<file path="src/core/err_report_defines.svh">
// Constants for the user error-report port: header field positions and widths.
// Assumes inclusion by the package and by the core end of the port.
// Functional notes
// - Unsupported or abort reports honoured only when ready; posted ones are logged and flagged without waiting for ready
// - Locked qualifier marks erroring transaction locked
// - Legacy mode: locked with UR/CA gives locked completion
// - Non-legacy mode: device infers locked completion itself
// - User supplies 128-bit header log with error
// - Header-log-set raised when log occupied or full; the core raises it only when full: one entry, or two with multi_header set
// - 5-bit message number copied into root status
// - User keeps message number valid for MSI/MSI-X
// - User refreshes number when multiple-message-enable changes
// - Timeout and correctable reports only in D0
// - User presents completion header with every error
// - Posted qualifier marks erroring transaction posted
`ifndef ERR_REPORT_DEFINES_SVH
`define ERR_REPORT_DEFINES_SVH
`define CPL_HDR_W 48
`define HDR_LOG_W 128
`define MSGNUM_W 5
`define LADDR_HI 47
`define LADDR_LO 41
`define BCNT_HI 40
`define BCNT_LO 29
`define TC_HI 28
`define TC_LO 26
`define ATTR_HI 25
`define ATTR_LO 24
`define REQID_HI 23
`define REQID_LO 8
`define TAG_HI 7
`define TAG_LO 0
`define CPL_BUSY_CYCLES 4'h4
`define HDR_LOG_DEPTH 2'h2
`endif

</file>
<file path="src/core/err_report_pkg.sv">
// Types shared by both ends of the user error-report port.
// Assumes the defines header is on the include path.
`include "err_report_defines.svh"
package err_report_pkg;
  typedef enum logic [1:0]
  {
    CPL_STATUS_SC = 2'b00,
    CPL_STATUS_UR = 2'b01,
    CPL_STATUS_CA = 2'b10
  } cpl_status_t;

  typedef struct packed
  {
    logic [6:0] lower_addr;
    logic [11:0] byte_count;
    logic [2:0] tc;
    logic [1:0] attr;
    logic [15:0] requester_id;
    logic [7:0] tag;
  } cpl_hdr_t;

  typedef enum logic [1:0]
  {
    CPL_IDLE = 2'b00,
    CPL_BUSY = 2'b01
  } cpl_state_t;
endpackage : err_report_pkg

</file>
<file path="src/core/err_report_if.sv">
// Interface joining the user application and the core's error-report port.
// Assumes one clock shared by both parties.
interface err_report_if;
  import err_report_pkg::*;
  logic err_unsupported_request_report;
  logic err_cpl_abort;
  logic err_cpl_timeout;
  logic err_cor;
  logic err_posted;
  logic err_locked;
  logic [47:0] err_cpl_header;
  logic [127:0] err_header_log;
  logic [4:0] aer_msgnum;
  logic err_cpl_ready;
  logic err_header_log_set;

  modport core
  (
    input err_unsupported_request_report, err_cpl_abort, err_cpl_timeout, err_cor,
    input err_posted, err_locked, err_cpl_header, err_header_log, aer_msgnum,
    output err_cpl_ready, err_header_log_set
  );
  modport user
  (
    output err_unsupported_request_report, err_cpl_abort, err_cpl_timeout, err_cor,
    output err_posted, err_locked, err_cpl_header, err_header_log, aer_msgnum,
    input err_cpl_ready, err_header_log_set
  );
endinterface : err_report_if

</file>
<file path="src/core/cpl_builder.sv">
// Builds a completion descriptor from an accepted non-posted error report.
// Assumes the caller only pulses start while it is idle.
module cpl_builder
  import err_report_pkg::*;
(
  // Clock and reset
  input wire logic clk,
  input wire logic arst_n,
  input wire logic ce,
  // Request
  input wire logic start,
  input wire logic [47:0] header,
  input wire cpl_status_t status,
  input wire logic locked,
  // Result
  output logic cpl_valid,
  output logic [47:0] cpl_header,
  output cpl_status_t cpl_status,
  output logic cpl_locked
);
  always_ff @(posedge clk or negedge arst_n)
  begin
    if (!arst_n)
    begin
      cpl_valid <= 1'b0;
      cpl_header <= 48'h0000_0000_0000;
      cpl_status <= CPL_STATUS_SC;
      cpl_locked <= 1'b0;
    end
    else if (ce)
    begin
      cpl_valid <= start;
      if (start)
      begin
        cpl_header <= header;
        cpl_status <= status;
        cpl_locked <= locked;
      end
    end
  end
endmodule : cpl_builder

</file>
<file path="src/core/err_report_core.sv">
// Core end of the error-report port: accepts reports, builds completions,
// tracks the header log and holds the AER interrupt message number.
// Assumes the user end is on the same clock; its outputs come from registers, except aer_msgnum, which passes msgnum straight through.
module err_report_core
  import err_report_pkg::*;
(
  // Clock and reset
  input wire logic clk,
  input wire logic arst_n,
  input wire logic ce,
  // Port to the user application
  err_report_if.core port,
  // Configuration
  input wire logic legacy_mode,
  input wire logic multi_header,
  input wire logic locked_request_seen,
  input wire logic header_log_release,
  // Results
  output logic cpl_valid,
  output logic [47:0] cpl_header,
  output cpl_status_t cpl_status,
  output logic cpl_locked,
  output logic posted_err_event,
  output logic any_err_event,
  output logic [4:0] root_err_msgnum,
  output logic [127:0] logged_header,
  output logic err_cpl_ready,
  output logic err_header_log_set
);
  `include "err_report_defines.svh"

  ////////////////////////////////////////////////////////////////////////////
  // Helpers
  // Unsupported request outranks abort when both are raised
  function automatic cpl_status_t report_status
  (
    input logic ur
  );
    return ur ? CPL_STATUS_UR : CPL_STATUS_CA;
  endfunction : report_status

  // Log occupancy after one cycle; a take and a release may fall together
  function automatic logic [1:0] next_log_count
  (
    input logic [1:0] count,
    input logic take,
    input logic drop
  );
    logic [1:0] result;
    result = count;
    if (take)
    begin
      result = result + 2'h1;
    end
    if (drop)
    begin
      result = result - 2'h1;
    end
    return result;
  endfunction : next_log_count

  // Busy countdown: reload on acceptance, stop at zero
  function automatic logic [3:0] next_busy
  (
    input logic start,
    input logic [3:0] count
  );
    logic [3:0] result;
    if (start)
    begin
      result = `CPL_BUSY_CYCLES;
    end
    else if (count != 4'h0)
    begin
      result = count - 4'h1;
    end
    else
    begin
      result = 4'h0;
    end
    return result;
  endfunction : next_busy

  ////////////////////////////////////////////////////////////////////////////
  // Report decode
  cpl_state_t state;
  cpl_state_t next_state;
  logic [3:0] busy_cnt;
  logic [1:0] log_count;
  wire any_err = port.err_unsupported_request_report | port.err_cpl_abort |
                 port.err_cpl_timeout | port.err_cor;
  wire np_report = (port.err_unsupported_request_report | port.err_cpl_abort) &
                   ~port.err_posted;
  // A report seen while busy is refused; the user end keeps holding it
  wire accept = np_report & err_cpl_ready & (state == CPL_IDLE);
  // Locked: the user's qualifier in legacy mode, own detection otherwise
  wire cpl_lock = legacy_mode ? port.err_locked : locked_request_seen;
  cpl_status_t req_status;
  assign req_status = report_status(port.err_unsupported_request_report);
  wire [1:0] log_limit = multi_header ? `HDR_LOG_DEPTH : 2'h1;
  wire log_full = (log_count >= log_limit);
  wire log_take = any_err & ~log_full;
  wire log_drop = header_log_release & (log_count != 2'h0);
  wire [1:0] next_log = next_log_count(log_count, log_take, log_drop);

  ////////////////////////////////////////////////////////////////////////////
  // Completion engine
  always_comb
  begin
    next_state = state;
    case (state)
      CPL_IDLE: if (accept) next_state = CPL_BUSY;
      CPL_BUSY: if (busy_cnt == 4'h1) next_state = CPL_IDLE;
      default: next_state = CPL_IDLE;
    endcase
  end

  always_ff @(posedge clk or negedge arst_n)
  begin
    if (!arst_n)
    begin
      state <= CPL_IDLE;
      busy_cnt <= 4'h0;
    end
    else if (ce)
    begin
      state <= next_state;
      busy_cnt <= next_busy(accept, busy_cnt);
    end
  end

  // Ready is low from acceptance until the countdown expires
  always_ff @(posedge clk or negedge arst_n)
  begin
    if (!arst_n)
    begin
      err_cpl_ready <= 1'b0;
    end
    else if (ce)
    begin
      err_cpl_ready <= (next_state == CPL_IDLE);
    end
  end

  cpl_builder builder
  (
    .clk(clk),
    .arst_n(arst_n),
    .ce(ce),
    .start(accept),
    .header(port.err_cpl_header),
    .status(req_status),
    .locked(cpl_lock),
    .cpl_valid(cpl_valid),
    .cpl_header(cpl_header),
    .cpl_status(cpl_status),
    .cpl_locked(cpl_locked)
  );

  ////////////////////////////////////////////////////////////////////////////
  // Header log occupancy and its full flag
  always_ff @(posedge clk or negedge arst_n)
  begin
    if (!arst_n)
    begin
      log_count <= 2'h0;
      err_header_log_set <= 1'b0;
    end
    else if (ce)
    begin
      log_count <= next_log;
      err_header_log_set <= (next_log >= log_limit);
    end
  end

  // Latest header that found room in the log
  always_ff @(posedge clk or negedge arst_n)
  begin
    if (!arst_n)
    begin
      logged_header <= 128'h0000_0000_0000_0000_0000_0000_0000_0000;
    end
    else if (ce && log_take)
    begin
      logged_header <= port.err_header_log;
    end
  end

  ////////////////////////////////////////////////////////////////////////////
  // Message number and error events
  always_ff @(posedge clk or negedge arst_n)
  begin
    if (!arst_n)
    begin
      root_err_msgnum <= 5'h00;
    end
    else if (ce)
    begin
      root_err_msgnum <= port.aer_msgnum;
    end
  end

  always_ff @(posedge clk or negedge arst_n)
  begin
    if (!arst_n)
    begin
      posted_err_event <= 1'b0;
      any_err_event <= 1'b0;
    end
    else if (ce)
    begin
      posted_err_event <= any_err & port.err_posted;
      any_err_event <= any_err;
    end
  end

  assign port.err_cpl_ready = err_cpl_ready;
  assign port.err_header_log_set = err_header_log_set;
endmodule : err_report_core

</file>
<file path="src/flat_wrapper.sv">
// flat-port wrapper written by rule: the top's interface ports become plain ports
module err_report_core_flat import err_report_pkg::*;
  (clk, arst_n, ce, legacy_mode, multi_header, locked_request_seen, header_log_release, cpl_valid, cpl_header, cpl_status, cpl_locked, posted_err_event, any_err_event, root_err_msgnum, logged_header, err_cpl_ready, err_header_log_set, port_err_unsupported_request_report, port_err_cpl_abort, port_err_cpl_timeout, port_err_cor, port_err_posted, port_err_locked, port_err_cpl_header, port_err_header_log, port_aer_msgnum, port_err_cpl_ready, port_err_header_log_set);
  err_report_if port_i ();
  input wire logic clk;
  input wire logic arst_n;
  input wire logic ce;
  input wire logic legacy_mode;
  input wire logic multi_header;
  input wire logic locked_request_seen;
  input wire logic header_log_release;
  output logic cpl_valid;
  output logic [47:0] cpl_header;
  output cpl_status_t cpl_status;
  output logic cpl_locked;
  output logic posted_err_event;
  output logic any_err_event;
  output logic [4:0] root_err_msgnum;
  output logic [127:0] logged_header;
  output logic err_cpl_ready;
  output logic err_header_log_set;
  input wire logic [$bits(port_i.err_unsupported_request_report)-1:0] port_err_unsupported_request_report;
  input wire logic [$bits(port_i.err_cpl_abort)-1:0] port_err_cpl_abort;
  input wire logic [$bits(port_i.err_cpl_timeout)-1:0] port_err_cpl_timeout;
  input wire logic [$bits(port_i.err_cor)-1:0] port_err_cor;
  input wire logic [$bits(port_i.err_posted)-1:0] port_err_posted;
  input wire logic [$bits(port_i.err_locked)-1:0] port_err_locked;
  input wire logic [$bits(port_i.err_cpl_header)-1:0] port_err_cpl_header;
  input wire logic [$bits(port_i.err_header_log)-1:0] port_err_header_log;
  input wire logic [$bits(port_i.aer_msgnum)-1:0] port_aer_msgnum;
  output wire logic [$bits(port_i.err_cpl_ready)-1:0] port_err_cpl_ready;
  output wire logic [$bits(port_i.err_header_log_set)-1:0] port_err_header_log_set;
  assign port_i.err_unsupported_request_report = port_err_unsupported_request_report;
  assign port_i.err_cpl_abort = port_err_cpl_abort;
  assign port_i.err_cpl_timeout = port_err_cpl_timeout;
  assign port_i.err_cor = port_err_cor;
  assign port_i.err_posted = port_err_posted;
  assign port_i.err_locked = port_err_locked;
  assign port_i.err_cpl_header = port_err_cpl_header;
  assign port_i.err_header_log = port_err_header_log;
  assign port_i.aer_msgnum = port_aer_msgnum;
  assign port_err_cpl_ready = port_i.err_cpl_ready;
  assign port_err_header_log_set = port_i.err_header_log_set;
  err_report_core u_core (.clk(clk), .arst_n(arst_n), .ce(ce), .port(port_i), .legacy_mode(legacy_mode), .multi_header(multi_header), .locked_request_seen(locked_request_seen), .header_log_release(header_log_release), .cpl_valid(cpl_valid), .cpl_header(cpl_header), .cpl_status(cpl_status), .cpl_locked(cpl_locked), .posted_err_event(posted_err_event), .any_err_event(any_err_event), .root_err_msgnum(root_err_msgnum), .logged_header(logged_header), .err_cpl_ready(err_cpl_ready), .err_header_log_set(err_header_log_set));
endmodule
</file>
<file path="config.mk">
export PLATFORM = sky130hd
export DESIGN_NAME = err_report_core_flat
export DESIGN_NICKNAME = d
export VERILOG_FILES = /design/src/core/err_report_pkg.sv /design/src/core/err_report_if.sv /design/src/core/cpl_builder.sv /design/src/core/err_report_core.sv /design/src/flat_wrapper.sv
export VERILOG_INCLUDE_DIRS = /design/src /design/src/core
export SDC_FILE = /design/constraint.sdc
export NUM_CORES = 1
export LEC_CHECK = 0
export BUFFER_PORTS_ARGS = -buffer_cell sky130_fd_sc_hd__clkbuf_2
export CAP_MARGIN = 20
export CORE_ASPECT_RATIO = 1.2
export CORE_MARGIN = 4
export CORE_UTILIZATION = 30
export DETAILED_ROUTE_END_ITERATION = 8
export RECOVER_POWER = 100
export SLEW_MARGIN = 20
export SYNTH_ARGS = -nofsm -noshare
export SYNTH_HDL_FRONTEND = slang
export SYNTH_SLANG_ARGS = --single-unit
</file>
<file path="constraint.sdc">
create_clock -name clk -period 2.6 [get_ports clk]
set_clock_uncertainty 0.2 [all_clocks]
set_input_delay 0 -clock clk [delete_from_list [all_inputs] [get_ports clk]]
set_output_delay 0 -clock clk [all_outputs]
set_load 0.1 [all_outputs]
</file>
==> results.json, run 1 <==
{
  "cts_buffer_depth": 2,
  "setup_tns_ns": 0,
  "fp.dieW_um": 160,
  "crit_type": "flip-flop to flip-flop",
  "dpl_cell_area_mm2": 0.0106,
  "cp.arrival_ns": 2.60,
  "grt_max_degree": 69,
  "io_buffers": 384,
  "syn_inst": 482,
  "place.gp.congestion": 0.783,
  "die_h_um": 191,
  "avgSynthCellArea_um2": 17.3,
  "post-route-period-util": 0.956,
  "overflow": 0,
  "status": "complete, no violations",
  "setup_viol_count_final": 0,
  "cts_max_level": 4,
  "drt_wl_total_um": 24600,
  "synth_edf_count": 0,
  "core_area_mm2": 0.0273,
  "drtIter0Drc": 156,
  "finalWorstSetupSlack_ns": 0.114,
  "drv_cap": 0,
  "fin_area_mm2": 0.0124,
  "yosysTopAreaCell": "dfrtp_1",
  "dr.pass1.iters": 4,
  "hp-class": "input port to flip-flop",
  "dieArea_mm2": 0.0305,
  "antenna_found_initial": 0,
  "rsz0062_at_grt": "no",
  "clk_pin_slew_worst_paths_ns": 0.07,
  "finalMaxSlewViolations": 0,
  "yosysUniqueCellTypes": 35,
  "insertion_delay_ns": 0.43,
  "grt_pass1_wl_um": 39200,
  "cp.required_ns": 2.71,
  "end_kind": "flip-flop",
  "seq_area_mm2": 0.00493,
  "synth_seq_area_share": 0.592,
  "tightest_slew_ns": 1.30,
  "drc_errors": 0,
  "cts_buffers": 17,
  "dp_hpwl_um": 16300,
  "cts_sinks": 197,
  "synth_area_leaders": "dfrtp_1, mux2_4, mux2_2",
  "dp_slack_ns": 0.0810,
  "ant_nets": 0,
  "yosys_warnings": 0,
  "io_pins": 385,
  "synthFlopType": "dfrtp_1",
  "hold_viol": 0,
  "grt_pass1_vias": 7252,
  "vias": 6295,
  "multi_input_area_mm2": 0.00261,
  "synth_seq_cells": 197,
  "n_fill_cell": 2645,
  "layout.nets": 1279,
  "cts_tree": "yes",
  "drive_gt1_frac": 0.272,
  "via_per_inst": 4.40,
  "hold_ws_ns": 0.124,
  "groute.usage.overall": 0.161,
  "relSlewSlack": 0.133,
  "std_cell_rows": 66,
  "synth_nets": 681,
  "clock-root-buffer": "clkbuf_16",
  "area.growth.synth_to_final_pct": 48.9,
  "start_util": 0.306,
  "period_needed_ns": 2.49,
  "worstSetupStartpointType": "flip-flop",
  "max_freq_ghz": 0.402,
  "crit_fanout": 24,
  "wl_per_cell_um": 17.2,
  "synth_top_area_share": 0.592,
  "mappedNetlistArea_mm2": 0.00833,
  "async_flop_share": 1.00
}
==> registers in the layout (all words and copies together), names as in the netlist <==
register,flops
u_core.any_err_event,1
u_core.builder.cpl_header,48
u_core.builder.cpl_locked,1
u_core.builder.cpl_status,2
u_core.builder.cpl_valid,1
u_core.busy_cnt,4
u_core.err_cpl_ready,1
u_core.err_header_log_set,1
u_core.log_count,2
u_core.logged_header,128
u_core.posted_err_event,1
u_core.root_err_msgnum,5
u_core.state,2
==> logic make-up after synthesis <==
group / share of synthesized area
buffers and inverters: 0.0384
AND/OR/NAND/NOR: 0.0231
AO/OA/AOI/OAI: 0.0203
adder cells (fa/ha/maj): 0.00751
XOR/XNOR: 0.00315
flip-flops: 0.592
multiplexers: 0.316
==> per-layer routing <==
layer	global-route usage	wire (um)	vias up
met2	0.292	13100	259
met3	0.0445	1470	40
met5	0	0	-
met4	0.0639	659	0
li1	-	-	2887
met1	0.179	9310	3109
==> worst paths after layout <==
path / start / end / slack (ns) / cells past startpoint
worst max-delay path: u_core.log_count[0] / u_core.logged_header[58] / 0.11 / 8
min in group asynchronous: arst_n / u_core.logged_header[53] / 0.79 / 4
worst min register to register: u_core.builder.cpl_status[1] / u_core.builder.cpl_status[1] / 0.29 / 2
worst max register to register: u_core.log_count[0] / u_core.logged_header[58] / 0.11 / 8
max in group asynchronous: arst_n / u_core.builder.cpl_status[1] / 0.39 / 4
worst min-delay path: port_err_cpl_header[46] / u_core.builder.cpl_header[46] / 0.12 / 3
==> final cells by class <==
type	count	share of cell area
Timing Repair Buffer	604	0.312
Inverter	8	0.00242
Clock buffer	21	0.0379
Antenna cell	1	0.000202
Multi-Input combinational cell	252	0.210
Sequential cell	197	0.397
Clock inverter	7	0.00605
Tap cell	340	0.0343
==> layout by cell type, fill, tap and decap left out, types with 4 or more instances in the layout <==
cell / synthesis / routed
nand2_1: 5 / 5
mux2_4: 145 / 19
mux2i_1: 4 / 4
dfrtp_1: 197 / 197
buf_4: 3 / 9
nor2_1: 8 / 8
inv_1: 7 / 7
dlygate4sd3_1: 0 / 201
clkbuf_2: 0 / 196
clkbuf_16: 0 / 17
mux2_1: 4 / 130
o21ai_0: 11 / 11
ha_1: 5 / 5
clkbuf_1: 2 / 193
a21oi_1: 7 / 7
nand2b_1: 5 / 5
mux2_2: 33 / 33
==> stage by stage <==
stage | instances | utilization
CTS | 1429 | 0.485
floorplan | 482 | -
detailed placement | 1199 | 0.390
finish | 1430 | 0.456
global route | 1429 | 0.455
global placement | 1199 | 0.390
==> cell usage after synthesis, drive strengths merged, types with 2 or more instances <==
master   number
dfrtp       197
a21oi         7
and2          2
mux2        182
nor2          8
nand2b        5
clkbuf        2
inv           8
o21ai        11
buf          23
mux2i         4
o2bb2ai       2
ha            5
nor4          3
nand3         2
nand2         5
xnor2         3
o311ai        2
or4           2
nor2b         2
==> repair_timing <==
item,4_1_cts,5_1_grt
resized for setup,0,1
setup buffers,0,0
setup endpoints to repair,0,6
hold buffers,202,0
endpoints found under the hold margin,394,0
==> worst max-delay path, cell delays in order, from the launching register on <==
cell,delay [ns]
dfrtp_1,0.39
inv_1,0.07
ha_1,0.26
nand2b_1,0.19
a211oi_4,0.28
and2_4,0.21
buf_12,0.18
buf_12,0.21
mux2_1,0.34
Power of run 1 is left out: the tool's default activity adds up to more than one toggle a clock period on the data nets, which glitch-free logic cannot reach.
==> run 2, diff against run 1 <==
==> constraint.sdc (replaced) <==
create_clock -name clk -period 2.1 [get_ports clk]
set_clock_uncertainty 0.2 [all_clocks]
set_input_delay 0 -clock clk [delete_from_list [all_inputs] [get_ports clk]]
set_output_delay 0 -clock clk [all_outputs]
set_load 0.1 [all_outputs]
==> results.json, run 2 (synthesis results as in run 1) <==
{
  "r2r-end": "u_core.logged_header[56]",
  "cp_cell_sequence": "inv_2 -> ha_4 -> nand2b_4 -> a211oi_4 -> and2_4 -> buf_12 -> clkbuf_16 -> mux2_4",
  "cp.required_ns": 2.21,
  "dp.cells": 1214,
  "dr.pass1.iters": 4,
  "clk_pin_slew_worst_paths_ns": 0.07,
  "rsz0062_at_grt": "yes",
  "dp_hpwl_um": 16500,
  "start_util": 0.306,
  "cts_tree": "yes",
  "status": "complete, but fails checks",
  "worstSetupStartpointType": "flip-flop",
  "failed_checks": "setup timing",
  "finalWorstSetupSlack_ns": -0.192,
  "crit_fanout": 12,
  "crit_type": "flip-flop to flip-flop",
  "setup_viol_count_final": 130,
  "insertion_delay_ns": 0.43,
  "io_buffers": 384,
  "io_pins": 385,
  "drt_wl_total_um": 25600,
  "tightest_slew_ns": 1.19,
  "n_fill_cell": 2286,
  "worstReg2RegStart": "u_core.log_count[0]",
  "finalMaxSlewViolations": 0,
  "max_freq_ghz": 0.436,
  "cp.arrival_ns": 2.41,
  "cts_sinks": 197,
  "drive_gt1_frac": 0.558,
  "dieArea_mm2": 0.0305,
  "groute.usage.overall": 0.163,
  "clock-root-buffer": "clkbuf_16",
  "relSlewSlack": 0.207,
  "area.growth.synth_to_final_pct": 64.2,
  "cts_max_level": 4,
  "die_h_um": 191,
  "stdcell_count": 1457,
  "hold_viol": 0,
  "core_area_mm2": 0.0273,
  "grt_pass1_wl_um": 39500,
  "overflow": 0,
  "seq_area_mm2": 0.00493,
  "cts_buffer_depth": 2,
  "layout.nets": 1303,
  "place.gp.congestion": 0.743,
  "fp.dieW_um": 160,
  "drtIter0Drc": 325,
  "antenna_found_initial": 1,
  "drc_errors": 0,
  "period_needed_ns": 2.29,
  "end_kind": "flip-flop",
  "post-route-period-util": 1.09,
  "cpPeakStageDelay_ns": 0.39,
  "hp-start": "multi_header",
  "min_path_cells": 6,
  "hold_path_end": "u_core.err_header_log_set",
  "wl_per_cell_um": 17.6,
  "drv_cap": 0,
  "std_cell_rows": 66,
  "multi_input_area_mm2": 0.00321,
  "layout_commonest_cell": "clkbuf_2",
  "hp-class": "input port to flip-flop",
  "ant_nets": 0,
  "r2r_cells": 8,
  "dp_slack_ns": -0.224,
  "r2r_setup_slack_ns": -0.19,
  "vias": 6461,
  "largest_register_ffs": 128,
  "via_per_inst": 4.43,
  "cts_buffers": 17,
  "critPathSlowestCell": "dfrtp_1",
  "grt_pass1_vias": 7210,
  "grt_max_degree": 59,
  "top_register": "u_core.logged_header",
  "final_cell_mix": "clkbuf_2, dlygate4sd3_1, dfrtp_1, mux2_4, clkbuf_1",
  "largestRegisters": "u_core.logged_header (128), u_core.builder.cpl_header (48), u_core.root_err_msgnum (5)"
}
-- run 2: cell count changes in the layout (fill, tap and decap cells not counted), sizes merged --
cell	change
bufinv	+2
clkbuf	-6
buf	+29
clkinvlp	+1
inv	+1
clkinv	+1
dlygate4sd3	-1
-- run 2: per-layer routing --
metal	vias to the layer above	global-route usage	routed length, um
met3	60	0.0415	1370
met2	259	0.302	13800
met5	-	0	0
met1	3202	0.177	9490
li1	2940	-	-
met4	0	0.0712	929
-- run 2: stage by stage --
stage                util  TNS (ns)  instance area (um2)  hold WS (ns)
CTS                 0.498    -20.54                13600        0.0342
finish              0.502    -18.52                13700        0.0841
global placement    0.397    -16.87                10800        -0.190
global route        0.502    -30.41                13700        0.0936
floorplan               -    -24.44                 8460        -0.496
detailed placement  0.397    -20.17                10800        -0.194
-- run 2: worst max path at each step --
stage	startpoint	endpoint	slack, ns	cells after the start
finish	u_core.log_count[0]	u_core.logged_header[56]	-0.19	8
global route	u_core.log_count[0]	u_core.logged_header[23]	-0.27	8
CTS	u_core.log_count[0]	u_core.logged_header[2]	-0.21	9
detailed placement	u_core.log_count[0]	u_core.logged_header[108]	-0.22	7
global placement	u_core.log_count[0]	u_core.logged_header[109]	-0.18	7
floorplan	u_core.log_count[0]	u_core.err_header_log_set	-0.21	10
-- run 2: layout make-up --
| cell class | count | share of cell area |
|---|---|---|
| inverters | 8 | 0.00219 |
| flip-flops and latches | 197 | 0.361 |
| clock buffers | 19 | 0.0324 |
| well taps | 340 | 0.0311 |
| clock inverters | 12 | 0.0112 |
| repair buffers | 628 | 0.328 |
| diodes | 1 | 0.000183 |
| multi-input cells | 252 | 0.235 |
-- run 2: critical path: cells and delay by family, from the launching register on --
| kind | cells | cell delay [ns] |
|---|---|---|
| multiplexers | 1 | 0.30 |
| AND/OR/NAND/NOR | 2 | 0.37 |
| AO/OA/AOI/OAI | 1 | 0.26 |
| buffers and inverters | 3 | 0.44 |
| flip-flops | 1 | 0.39 |
| adder cells (fa/ha/maj) | 1 | 0.19 |
-- run 2: timing repair --
item / 4_1_cts / 5_1_grt
resized for setup: 14 / 24
setup endpoints to repair: 129 / 130
cloned: 1 / 4
setup buffers: 6 / 1
hold buffers: 200 / 0
pin swaps: 1 / 7
endpoints found under the hold margin: 394 / 0
Power of run 2 is left out for the same reason.
